===== src/hw/rewind_consts.svh =====
// Constants for the output-fault program counter rewind block.
// Assumes inclusion by bare name from files that need offsets or fields.
`ifndef REWIND_CONSTS_SVH
`define REWIND_CONSTS_SVH

// Register byte offsets on the plain register port.
`define OFF_CTRL 8'h00
`define OFF_STATUS 8'h04
`define OFF_MASK 8'h08
`define OFF_PC 8'h0C
`define OFF_FLAGS 8'h10

// Control register fields and reset value.
`define CTRL_ICM 0
`define CTRL_RST 1'h0

// Event bits shared by the status and mask registers.
`define EV_W 3
`define EV_REWOUND 0
`define EV_FAULT 1
`define EV_INT 2
`define EV_RST 3'h0

// Flag register field positions.
`define FL_HOLD1 0
`define FL_HOLD2 1
`define FL_DECR 2
`define FL_BORROW 3
`define FL_GATE 4
`define FL_RELEASE 5
`define FL_INTSEQ 6
`define FL_INTACT 7
`define FL_FAULT 8

// Time slot and phase codes.
`define SLOT_T1 2'h0
`define SLOT_T2 2'h1
`define SLOT_T3 2'h2
`define SLOT_T4 2'h3
`define PH_1 2'h0
`define PH_2 2'h1
`define PH_3 2'h2
`define PH_4 2'h3
`define PH_LAST 2'h3

`endif


===== src/hw/rewind_pkg.sv =====
// Types and helpers for the output-fault program counter rewind block.
// Assumes nothing beyond a SystemVerilog compiler.
package rewind_pkg;

  typedef logic [1:0] slot_t;
  typedef logic [1:0] phase_t;

  typedef enum logic [1:0] {
    ST_IDLE = 2'b00,
    ST_HELD = 2'b01,
    ST_HANDOFF = 2'b10
  } seq_state_t;

  // True in the cycle whose slot and phase match the named tick.
  function automatic logic at_tick(slot_t s, phase_t p, slot_t ts,
                                   phase_t tp);
    return (s == ts) && (p == tp);
  endfunction

endpackage


===== src/hw/seq_if.sv =====
// Interface between the sequencer, the slot timer and the counter datapath.
// Assumes all three parties run on the same clock.
`timescale 1ns/1ps
`default_nettype none

interface seq_if #(parameter int W = 16);
  logic [1:0] slot;
  logic [1:0] phase;
  logic load_x_ones;
  logic clear_d;
  logic copy_p;
  logic load_p;
  logic borrow;
  logic pc_wr;
  logic [W-1:0] pc_wdata;
  logic [W-1:0] p_value;

  modport timer (output slot, output phase);
  modport dp (input load_x_ones, input clear_d, input copy_p, input load_p,
              input borrow, input pc_wr, input pc_wdata, output p_value);
  modport ctrl (input slot, input phase, input p_value,
                output load_x_ones, output clear_d, output copy_p,
                output load_p, output borrow, output pc_wr,
                output pc_wdata);
endinterface

`default_nettype wire


===== src/hw/output_fault_pc_rewind.sv =====
// Output-fault program counter rewind sequencer with its register port.
// Assumes the first instruction sequence pulses hold_set at T3.4, and
// that all inputs are synchronous to clk_sys.
//
// Functional notes
// - Set the decrement flag at T1.4 only while hold one and the resume fault are both set.
// - Set the borrow insert flag at T1.4 while the decrement is under way.
// - Load X with all ones through both select strobes at T1.4.
// - At T2.2 set the hold release flag and, under hold and decrement, the update gate.
// - At T2.3 clear the borrow insert flag and clear D through the advance path.
// - At T2.4 set the borrow insert flag again and copy both halves of P into D.
// - At T3.1 clear the decrement flag with the same gating term that set it.
// - At T3.2 clear P and load it from the adder as in an ordinary update.
// - At T3.3 clear the update gate once increment and decrement flags are clear.
// - At T4.3 clear the borrow insert flag and the hold release flag.
// - Both holds suppress sequence control; hold one ends at T4.2, hold two at T1.3 next.
// - The interrupt sequence flag clears at T2.1, then sets with interrupt active at T2.2.
// - The interrupt only honours the resume fault when no higher request is pending.
// - The adder computes X minus complemented D with X all ones, and the borrow gives D minus one.
// - An unaccomplished output with an honoured fault rewinds P to the same instruction.
// - A resume fault arises when resume stays clear too long in intercomputer mode.
//
// Implementation choices: strobed register access and the register addresses.
`timescale 1ns/1ps
`default_nettype none
`include "rewind_consts.svh"

module output_fault_pc_rewind
  import rewind_pkg::*;
#(
  parameter int W = 16,
  parameter int RESUME_LIMIT = 1000
) (
  input wire logic clk_sys,
  input wire logic rst,
  input wire logic [7:0] addr,
  input wire logic [31:0] wdata,
  input wire logic wr_en,
  input wire logic rd_en,
  output logic [31:0] rdata,
  output logic irq,
  input wire logic hold_set,
  input wire logic resume_flag,
  input wire logic counter_increment_flag,
  input wire logic higher_prio,
  input wire logic int_done,
  output logic seq_suppress,
  output logic int_seq,
  output logic int_active,
  output logic [W-1:0] pc_value
);

  localparam int CW = $clog2(RESUME_LIMIT + 1);

  seq_if #(.W(W)) sif ();

  slot_timer u_timer (
    .clk_sys(clk_sys),
    .rst(rst),
    .tm(sif)
  );

  pc_datapath #(.W(W)) u_dp (
    .clk_sys(clk_sys),
    .rst(rst),
    .dp(sif)
  );

  //////////////////////////////////////////////////////////////////////////
  // Flags and state.

  seq_state_t state_r;
  seq_state_t state_nxt;
  logic hold1_r;
  logic hold2_r;
  logic counter_decrement_flag;
  logic borrow_insert_flag;
  logic counter_update_gate_flag;
  logic hold_release_flag;
  logic resume_fault_r;
  logic [CW-1:0] resume_cnt_r;
  logic ctrl_icm_r;
  logic [`EV_W-1:0] status_r;
  logic [`EV_W-1:0] mask_r;
  logic int_seq_r;
  logic int_active_r;
  logic irq_r;
  logic seq_suppress_r;
  logic [31:0] rdata_r;

  //////////////////////////////////////////////////////////////////////////
  // Tick decode; each strobed command acts on its own phase of its slot.

  wire t13 = at_tick(sif.slot, sif.phase, `SLOT_T1, `PH_3);
  wire t14 = at_tick(sif.slot, sif.phase, `SLOT_T1, `PH_4);
  wire t21 = at_tick(sif.slot, sif.phase, `SLOT_T2, `PH_1);
  wire t22 = at_tick(sif.slot, sif.phase, `SLOT_T2, `PH_2);
  wire t23 = at_tick(sif.slot, sif.phase, `SLOT_T2, `PH_3);
  wire t24 = at_tick(sif.slot, sif.phase, `SLOT_T2, `PH_4);
  wire t31 = at_tick(sif.slot, sif.phase, `SLOT_T3, `PH_1);
  wire t32 = at_tick(sif.slot, sif.phase, `SLOT_T3, `PH_2);
  wire t33 = at_tick(sif.slot, sif.phase, `SLOT_T3, `PH_3);
  wire t34 = at_tick(sif.slot, sif.phase, `SLOT_T3, `PH_4);
  wire t42 = at_tick(sif.slot, sif.phase, `SLOT_T4, `PH_2);
  wire t43 = at_tick(sif.slot, sif.phase, `SLOT_T4, `PH_3);

  // One gating term both sets and clears the decrement flag.
  wire in_held = (state_r == ST_HELD);
  wire in_handoff = (state_r == ST_HANDOFF);
  wire decr_gate = in_held && hold1_r && resume_fault_r;
  wire first_seq_done = t34 && hold_set && (state_r == ST_IDLE);
  wire honour = t22 && in_handoff && resume_fault_r && !higher_prio;

  //////////////////////////////////////////////////////////////////////////
  // Register port decode.

  wire sel_ctrl = (addr == `OFF_CTRL);
  wire sel_status = (addr == `OFF_STATUS);
  wire sel_mask = (addr == `OFF_MASK);
  wire sel_pc = (addr == `OFF_PC);
  wire sel_flags = (addr == `OFF_FLAGS);
  wire status_rd = rd_en && sel_status;
  wire [31:0] flags_w = 32'(
    {resume_fault_r, int_active_r, int_seq_r, hold_release_flag,
     counter_update_gate_flag, borrow_insert_flag,
     counter_decrement_flag, hold2_r, hold1_r});
  wire [31:0] rd_mux =
    sel_ctrl ? 32'(ctrl_icm_r) :
    sel_status ? 32'(status_r) :
    sel_mask ? 32'(mask_r) :
    sel_pc ? 32'(sif.p_value) :
    sel_flags ? flags_w : 32'h0000_0000;

  //////////////////////////////////////////////////////////////////////////
  // Datapath commands; all but borrow (the flag level) and pc_wr are one-cycle strobes on their ticks.

  assign sif.load_x_ones = t14 && decr_gate;
  assign sif.clear_d = t23 && counter_decrement_flag;
  assign sif.copy_p = t24 && counter_decrement_flag;
  assign sif.load_p = t32 && counter_update_gate_flag;
  assign sif.borrow = borrow_insert_flag;
  assign sif.pc_wr = wr_en && sel_pc;
  assign sif.pc_wdata = wdata[W-1:0];

  //////////////////////////////////////////////////////////////////////////
  // Sequence state: held frame, then the interrupt hand-off frame.

  always_comb begin
    state_nxt = state_r;
    unique case (state_r)
      ST_IDLE: if (first_seq_done) state_nxt = ST_HELD;
      ST_HELD: if (t42 && hold_release_flag) state_nxt = ST_HANDOFF;
      ST_HANDOFF: if (t22) state_nxt = ST_IDLE;
      default: state_nxt = ST_IDLE;
    endcase
  end

  always_ff @(posedge clk_sys) begin
    if (rst) state_r <= ST_IDLE;
    else state_r <= state_nxt;
  end

  // Hold flags keep normal sequence control off through the held frame.
  always_ff @(posedge clk_sys) begin
    if (rst) begin
      hold1_r <= 1'b0;
      hold2_r <= 1'b0;
    end else begin
      if (first_seq_done) hold1_r <= 1'b1;
      else if (t42 && hold_release_flag) hold1_r <= 1'b0;
      if (first_seq_done) hold2_r <= 1'b1;
      else if (t13 && in_handoff && !hold1_r) hold2_r <= 1'b0;
    end
  end

  // Decrement, borrow insert, update gate and hold release flags.
  always_ff @(posedge clk_sys) begin
    if (rst) begin
      counter_decrement_flag <= 1'b0;
      borrow_insert_flag <= 1'b0;
      counter_update_gate_flag <= 1'b0;
      hold_release_flag <= 1'b0;
    end else begin
      if (t14 && decr_gate) counter_decrement_flag <= 1'b1;
      else if (t31 && decr_gate) counter_decrement_flag <= 1'b0;
      if (t14 && decr_gate) borrow_insert_flag <= 1'b1;
      else if (t23 && in_held) borrow_insert_flag <= 1'b0;
      else if (t24 && counter_decrement_flag)
        borrow_insert_flag <= 1'b1;
      else if (t43 && in_handoff) borrow_insert_flag <= 1'b0;
      if (t22 && hold1_r && counter_decrement_flag)
        counter_update_gate_flag <= 1'b1;
      else if (t33 && !counter_increment_flag && !counter_decrement_flag)
        counter_update_gate_flag <= 1'b0;
      if (t22 && in_held) hold_release_flag <= 1'b1;
      else if (t43 && !hold1_r) hold_release_flag <= 1'b0;
    end
  end

  // Resume watchdog: only intercomputer mode leaves resume clear for long.
  // A fault that arrives as it is honoured stays set, so none is lost.
  always_ff @(posedge clk_sys) begin
    if (rst) begin
      resume_cnt_r <= '0;
      resume_fault_r <= 1'b0;
    end else begin
      if (resume_flag || !ctrl_icm_r) resume_cnt_r <= '0;
      else if (resume_cnt_r != CW'(RESUME_LIMIT))
        resume_cnt_r <= resume_cnt_r + CW'(1);
      if (resume_cnt_r == CW'(RESUME_LIMIT - 1) && !resume_flag
          && ctrl_icm_r)
        resume_fault_r <= 1'b1;
      else if (honour) resume_fault_r <= 1'b0;
    end
  end

  // Interrupt sequence runs beside the next instruction sequence.
  always_ff @(posedge clk_sys) begin
    if (rst) begin
      int_seq_r <= 1'b0;
      int_active_r <= 1'b0;
    end else begin
      if (honour) begin
        int_seq_r <= 1'b1;
        int_active_r <= 1'b1;
      end else if (t21 && in_handoff) begin
        int_seq_r <= 1'b0;
      end else if (int_done) begin
        int_seq_r <= 1'b0;
        int_active_r <= 1'b0;
      end
    end
  end

  //////////////////////////////////////////////////////////////////////////
  // Software registers, sticky events and the interrupt output.

  wire [`EV_W-1:0] events_w = {honour,
    (resume_cnt_r == CW'(RESUME_LIMIT - 1)) && !resume_flag && ctrl_icm_r,
    sif.load_p};
  // An event in the cycle of a status read survives the read's clear.
  wire [`EV_W-1:0] status_nxt =
    (status_rd ? `EV_RST : status_r) | events_w;

  always_ff @(posedge clk_sys) begin
    if (rst) begin
      ctrl_icm_r <= `CTRL_RST;
      mask_r <= `EV_RST;
      status_r <= `EV_RST;
      irq_r <= 1'b0;
      rdata_r <= 32'h0000_0000;
      seq_suppress_r <= 1'b0;
    end else begin
      if (wr_en && sel_ctrl) ctrl_icm_r <= wdata[`CTRL_ICM];
      if (wr_en && sel_mask) mask_r <= wdata[`EV_W-1:0];
      status_r <= status_nxt;
      irq_r <= |(status_nxt & mask_r);
      rdata_r <= rd_en ? rd_mux : 32'h0000_0000;
      seq_suppress_r <= hold1_r || hold2_r;
    end
  end

  assign rdata = rdata_r;
  assign irq = irq_r;
  assign seq_suppress = seq_suppress_r;
  assign int_seq = int_seq_r;
  assign int_active = int_active_r;
  assign pc_value = sif.p_value;
endmodule

`default_nettype wire


===== src/hw/slot_timer.sv =====
// Slot timer: four time slots, each of four clock phases.
// Assumes one phase per clock cycle and a synchronous active-high reset.
`timescale 1ns/1ps
`default_nettype none

module slot_timer
  import rewind_pkg::*;
(
  input wire logic clk_sys,
  input wire logic rst,
  seq_if.timer tm
);

  slot_t slot_r;
  phase_t phase_r;

  // Phase runs every cycle; the slot steps after the last phase.
  always_ff @(posedge clk_sys) begin
    if (rst) begin
      slot_r <= `SLOT_T1;
      phase_r <= `PH_1;
    end else begin
      phase_r <= phase_r + 2'h1;
      if (phase_r == `PH_LAST) slot_r <= slot_r + 2'h1;
    end
  end

  assign tm.slot = slot_r;
  assign tm.phase = phase_r;

endmodule

`default_nettype wire


===== src/hw/pc_datapath.sv =====
// Program counter datapath: P, D and X registers and the X - D' adder.
// Assumes commands arrive as one-cycle strobes from the sequencer, except borrow, which is a level.
`timescale 1ns/1ps
`default_nettype none

module pc_datapath #(
  parameter int W = 16
) (
  input wire logic clk_sys,
  input wire logic rst,
  seq_if.dp dp
);

  logic [W-1:0] p_r;
  logic [W-1:0] d_r;
  logic [W-1:0] x_r;
  logic [W-1:0] adder_w;

  // Ones-complement style subtract with an inserted borrow; X all ones
  // makes X - D' equal D, so the borrow alone yields D - 1.
  assign adder_w = x_r - (~d_r) - W'(dp.borrow);
  assign dp.p_value = p_r;

  // P takes software loads first, then the adder on a counter update.
  always_ff @(posedge clk_sys) begin
    if (rst) begin
      p_r <= '0;
    end else if (dp.pc_wr) begin
      p_r <= dp.pc_wdata;
    end else if (dp.load_p) begin
      p_r <= adder_w;
    end
  end

  // D is cleared before the copy so stale bits cannot leak into it.
  always_ff @(posedge clk_sys) begin
    if (rst) begin
      d_r <= '0;
    end else if (dp.clear_d) begin
      d_r <= '0;
    end else if (dp.copy_p) begin
      d_r <= p_r;
    end
  end

  // X gets all ones from the arithmetic selector, both strobes at once.
  always_ff @(posedge clk_sys) begin
    if (rst) x_r <= '0;
    else if (dp.load_x_ones) x_r <= '1;
  end
endmodule

`default_nettype wire


===== config.mk =====
export PLATFORM = sky130hd
export DESIGN_NAME = output_fault_pc_rewind
export DESIGN_NICKNAME = d
export VERILOG_FILES = /design/src/hw/rewind_pkg.sv /design/src/hw/seq_if.sv /design/src/hw/output_fault_pc_rewind.sv /design/src/hw/slot_timer.sv /design/src/hw/pc_datapath.sv
export VERILOG_INCLUDE_DIRS = /design/src /design/src/hw
export SDC_FILE = /design/constraint.sdc
export NUM_CORES = 1
export LEC_CHECK = 0
export ABC_CLOCK_PERIOD_IN_PS = 3150
export BUFFER_PORTS_ARGS = -buffer_cell sky130_fd_sc_hd__buf_2
export CAP_MARGIN = 10
export CORE_ASPECT_RATIO = 0.6
export CORE_MARGIN = 2
export CORE_UTILIZATION = 30
export CTS_BUF_LIST = sky130_fd_sc_hd__clkbuf_8 sky130_fd_sc_hd__clkbuf_16
export DETAILED_ROUTE_END_ITERATION = 8
export GPL_ROUTABILITY_DRIVEN = 0
export PLACE_DENSITY = 0.52
export SLEW_MARGIN = 20
export SYNTH_ARGS = -nofsm -noshare
export SYNTH_HDL_FRONTEND = slang
export SYNTH_SLANG_ARGS = --single-unit

===== constraint.sdc =====
create_clock -name clk_sys -period 3.15 [get_ports clk_sys]
set_input_delay 0.1575 -clock clk_sys [delete_from_list [all_inputs] [get_ports clk_sys]]
set_output_delay 0.1575 -clock clk_sys [all_outputs]
set_load 0.02 [all_outputs]

### Word level (Yosys, flattened, before mapping)

Cells that the tools add are included.

* register bits after elaboration: 99
* bits in latches: 0
* bits in writable memories: 0
* memory bits (read-only): 0
* bits of input ports: 49
* output and inout bits: 52
* logic and storage cells: 158
* memories kept: 0

* add/subtract/negate cells: 5
* multipliers: 0
* divide/modulo/power cells: 0
* order comparisons: 0
* eq/ne operators: 18
* shifts and indexed selects: 0
* multiplexer cells: 33
* bitwise logic cells: 4
* reductions and logical operators: 73

Operators with widths (number)
* 16-bit two-way mux: 3
* 1-bit logical AND: 42
* 1-bit two-way mux: 22
* 8-bit by 4-bit equality test with 1-bit output, second input constant: 2
* 16-bit NOT: 1
* 2-bit nonzero test: 8
* 16-bit by 1-bit subtractor with 16-bit output: 1
* 16-bit subtractor: 1
* 10-bit by 1-bit adder with 10-bit output, second input constant: 1
* 10-bit equality test, second input constant: 1
* 2-bit equality test, second input constant: 5
* 10-bit != test, second input constant: 1
* 3-bit two-way mux: 3
* 9-bit two-way mux: 1
* 8-bit by 3-bit equality test with 1-bit output, second input constant: 1
* 8-bit by 5-bit equality test with 1-bit output, second input constant: 1
* 8-bit logical NOT: 1
* 2-bit by 1-bit equality test with 1-bit output, second input constant: 3
* 1-bit logical NOT: 6
* 2-bit logical NOT: 3
* 2-bit two-way mux: 3
* 2-bit != test, second input constant: 3
* 2-bit one-hot mux with 3 select lines: 1
* 2-bit OR reduction: 3
* 13 further kinds: 16

### Depth between registers and ports, before layout

* depth after elaboration: 8
* mapped depth: 11
* gate-level depth less buffers: 10

### Hierarchy

From an unflattened synthesis, not the netlist that was laid out.

* cell total of the unflattened synthesis: 569
* area total of the unflattened synthesis: 4815.9 um^2

Modules (own cells, without submodules)
* pc_datapath: instances 1, cells an instance 304, area each 2443.6 um^2, seq. area each 660.6 um^2
* output_fault_pc_rewind: instances 1, cells an instance 253, area each 2230.9 um^2, seq. area each 920.9 um^2
* slot_timer: instances 1, cells an instance 12, area each 141.4 um^2, seq. area each 80.1 um^2

### Worst setup path before layout

OpenSTA, ideal clock, no wires.

* path type: reg2reg
* start: reg u_dp.x_r[0] (netlist name)
* end: reg u_dp.p_r[14] (netlist: u_dp.dp.p_value[14])
* library setup time: 79 ps
* arrival: 2622 ps
* data required time: 3071 ps
* setup slack: 449 ps
* stages on the path, launching flop included: 12
* path buffers: 1
* clock period less this slack: 2701 ps
* path through: dfxtp_1 inv_1 ha_1 inv_1 ha_1 clkbuf_1 a21oi_1 o21ai_0 a22o_1 a21oi_1 mux2_2 a211oi_2

* longest elaborated chain between the ends: 4

RTL lines
* 16-bit subtractor: line pc_datapath.sv:21 `assign adder_w = x_r - (~d_r) - W'(dp.borrow);`
* 16-bit by 1-bit subtractor with 16-bit output: line pc_datapath.sv:21
* 16-bit two-way mux: line pc_datapath.sv:30 `end else if (dp.load_p) begin`
* 16-bit two-way mux: line pc_datapath.sv:28 `end else if (dp.pc_wr) begin`
* to (signal assigned): line pc_datapath.sv:29 `p_r <= dp.pc_wdata;`
* to (signal assigned): line pc_datapath.sv:31 `p_r <= adder_w;`
* to (decl): line pc_datapath.sv:14 `logic [W-1:0] p_r;`

No other way between the ends. The select of a mux whose other input is x is not followed.
A chain may end at the register's enable or synchronous reset.

### Final worst setup path

* start: reg u_dp.x_r[0] (netlist name)
* end: reg u_dp.p_r[14] (netlist: u_dp.dp.p_value[14])

* longest elaborated chain between the ends: 4

RTL lines (line)
* 16-bit subtractor: pc_datapath.sv:21
* 16-bit by 1-bit subtractor with 16-bit output: pc_datapath.sv:21
* 16-bit two-way mux: pc_datapath.sv:30
* 16-bit two-way mux: pc_datapath.sv:28

No other way between the ends. The select of a mux whose other input is x is not followed.

==> run_results.csv <==
group,metric,value,unit
routing,dr.pass1.iters,5,
timing,fmax,352,MHz
power,leakage,2.43,nW
grt,grt_pass1_vias,3831,
timing,slew_headroom,45.3,%
worst_setup_path,max_stage_delay,0.44,ns
routing,vias,4149,
place,port_buffers,68,
yosys,seq_area_frac_synth,36.1,%
yosys,syn_area_per_cell,8.13,um^2
die,fp.dieH,100,um
die,core_area,15200,um^2
clock_network,cts_buffers,9,
timing,fin_setup_tns,0,ns
clock_network,post_cts_buffers,0,
timing,grt_setup_unrepaired,"no",
yosys,synth.cell_area,4600,um^2
yosys,ys_ff_latch,83,
worst_setup_path,critical_path_class,"flop to flop",
power,ir_worst_vdd,0.186,mV
grt,antenna_found_initial,0,
timing,fin_skew,0.00842,ns
yosys,synth-main-ff-cell,"dfxtp_1",
grt,grt_usage,16.9,%
grt,top_usage_layer,"met1",
routing,drc,0,
clock_network,clkLatencyLatePin,0.34,ns
clock_network,cts_hold_buf,0,
run_status,outcome,"finished, final reports clean",
worst_setup_path,critical_path_arrival,3.10,ns
hold_path,min_from,"wdata[6]",
timing,finalCritPeriodShare,90.2,%
cells_and_area,drive_gt1_share,15.9,%
cells_and_area,layout.cells.non_filler,843,
routing,wl_per_cell,16.0,um
timing,setup_violations,0,
grt,use_met2,22.8,%
die,ios,101,
worst_setup_path,cp-startpoint,"u_dp.x_r[0]",
worst_setup_path,cp_cell_sequence,"buf_4 -> fa_1 -> fa_1 -> nand2b_1 -> a21oi_1 -> a2111oi_2 -> buf_4 -> a21oi_1 -> mux2_2 -> a211oi_2",
routing,final_antenna_net_count,0,
cells_and_area,antenna_cells,0,
timing,worst_pin_slew,0.818,ns
grt,grt_pass1_wl,21000,um
worst_setup_path,start_kind,"flop",
routing,dr.first_iter.drc_count,320,
grt,grt_start_max_net_pins,41,
worst_setup_path,endpoint_kind,"flop",
place,place_hpwl,10300,um
timing,final_max_slew_viol_count,0,
cells_and_area,n_fill_cell,1586,
place,place_inst,827,
flow_run,drv_cap,0,
clock_network,post_cts_resized,0,
grt,met3_usage,3.72,%
die,die_w,164,um
clock_network,cts_num_sinks,83,
yosys,synth_edf_count,0,
place,place_area,5140,um^2
die,die_area,16400,um^2
clock_network,clk_pin_slew_worst_paths,0.06,ns
worst_setup_path,cp_data_required_time,3.41,ns
yosys,synth_cells,566,
clock_network,clockBufferDepth,2,
cells_and_area,register_area,1660,um^2
worst_setup_path,cp_max_fo,5,
timing,hold_viol_final,0,
routing,avgViaCountPerCell,4.92,
die,start_util,30.4,%
cells_and_area,layout.nets,725,
timing,period_minus_slack,2.84,ns
routing,routed_wl,13500,um
worst_setup_path,worstReg2RegStart,"u_dp.x_r[0]",
yosys,async_reset_ff_share,0,%
cells_and_area,multi_input_area,2580,um^2
yosys,yosysUniqueCellTypes,59,
yosys,synth_warnings,0,
grt,overflow,0,
worst_setup_path,cpMaxStageDelayCell,"fa_1",
worst_setup_path,critPathTopFamily,"adder cells",
die,rows,35,
cells_and_area,post-route-util,36.1,%
hold_path,hold_path.class,"input pin to flop",
clock_network,cts_tree,"yes",
cells_and_area,final_area,5470,um^2
clock_network,cts_max_level,3,
cells_and_area,area_growth,18.7,%
grt,use_met1,26.6,%
worst_setup_path,cp.buffers_inverters,2,
power,p_per_area,426,nW/um^2
clock_network,cts-root-buf,"clkbuf_16",
[tightest hold or removal path: stages]
cell     delay (ns)
buf_2          0.07
nand3_1        0.05
o41ai_1        0.05
[layout by cell type, fill, tap and decap left out, types with 13 or more instances in the layout]
master   Yosys  final
ha_1        39     39
nand2_1     74     74
a21oi_1     50     50
o21ai_0     17     17
nand3_1     22     22
buf_4       17     13
buf_2        1     68
inv_1       55     56
nor2_1      48     48
and3_1      16     16
conb_1       1     16
dfxtp_1     83     83
[layout make-up]
cell class	instances	area share [%]
multi-input cells	405	47.1
flip-flops and latches	83	30.4
repair buffers	81	8.01
well taps	203	4.65
clock buffers	11	4.62
inverters	55	3.78
clock inverters	5	1.40
[metal layers]
metal | part of all wire [%] | wire (um) | vias to the layer above
li1 | - | - | 2036
met3 | 6.4 | 857 | 11
met1 | 54 | 7270 | 1968
met5 | 0 | 0 | -
met2 | 39 | 5240 | 134
met4 | 0.76 | 102 | 0
[synthesized netlist by cell type, drive strengths merged (3+ instances only)]
master / number / share of area, %
mux2i: 8 / 1.7
dfxtp: 83 / 36
o21a: 4 / 0.65
nor2: 48 / 3.9
xor2: 10 / 1.9
o22ai: 3 / 0.41
a22oi: 7 / 1.1
nand4: 4 / 0.54
a211oi: 4 / 0.76
nor2b: 5 / 0.68
nand2: 74 / 6.0
o41ai: 3 / 0.57
nand3: 22 / 2.4
nor3: 6 / 0.90
a31oi: 6 / 0.82
a311oi: 5 / 0.95
inv: 55 / 4.5
buf: 22 / 3.4
o21ai: 19 / 2.1
or3: 3 / 0.41
nand2b: 5 / 0.68
clkbuf: 16 / 1.3
a21oi: 50 / 5.4
and3: 16 / 2.2
ha: 39 / 11
xnor2: 11 / 2.1
[power breakdown]
part / switching [W] / internal [W] / total (W) / leakage [nW]
registers: 0.00000402 / 0.00105 / 0.00106 / 0.669
logic: 0.0000760 / 0.0000318 / 0.000108 / 1.59
clock network: 0.000431 / 0.000734 / 0.00116 / 0.163
total: 0.000511 / 0.00182 / 0.00233 / 2.43
[per-stage QoR]
step                      total power, W  hold slack, ns  setup WS [ns]
after CTS                        0.00236          0.0225          0.317
final                            0.00233          0.0296          0.309
after global routing             0.00241          0.0289          0.168
after detailed placement         0.00119           0.378          0.373
after global placement           0.00118           0.383          0.370
after floorplan                  0.00116           0.238          0.449
[logic make-up after synthesis]
| logic type | after synthesis | share of synthesized area (%) |
|---|---|---|
| compound gates | 121 | 16.6 |
| flops | 83 | 36.1 |
| buf+inv | 93 | 9.16 |
| mux | 9 | 1.98 |
| xor+xnor | 21 | 4.00 |
| fa+ha+maj | 41 | 11.5 |
| simple gates | 197 | 20.6 |
| other cells | 1 | 0.0815 |
[path summary, 6_finish.rpt]
path / end / slack, ns / depth (start not counted)
max: u_dp.dp.p_value[14] / 0.31 / 10
min: u_dp.dp.p_value[6] / 0.03 / 3
max reg2reg: u_dp.dp.p_value[14] / 0.31 / 10
min reg2reg: u_dp.d_r[3] / 0.45 / 2
[sequential cells by signal, indices dropped and copies added (netlist names), 2 cells and up]
signal	cells
mask_r	3
rdata	16
resume_cnt_r	10
state_r	2
status_r	3
u_dp.d_r	16
u_dp.dp.p_value	16
u_timer.tm.phase	2
u_timer.tm.slot	2
No activity file was read; power rests on OpenSTA's default activity.
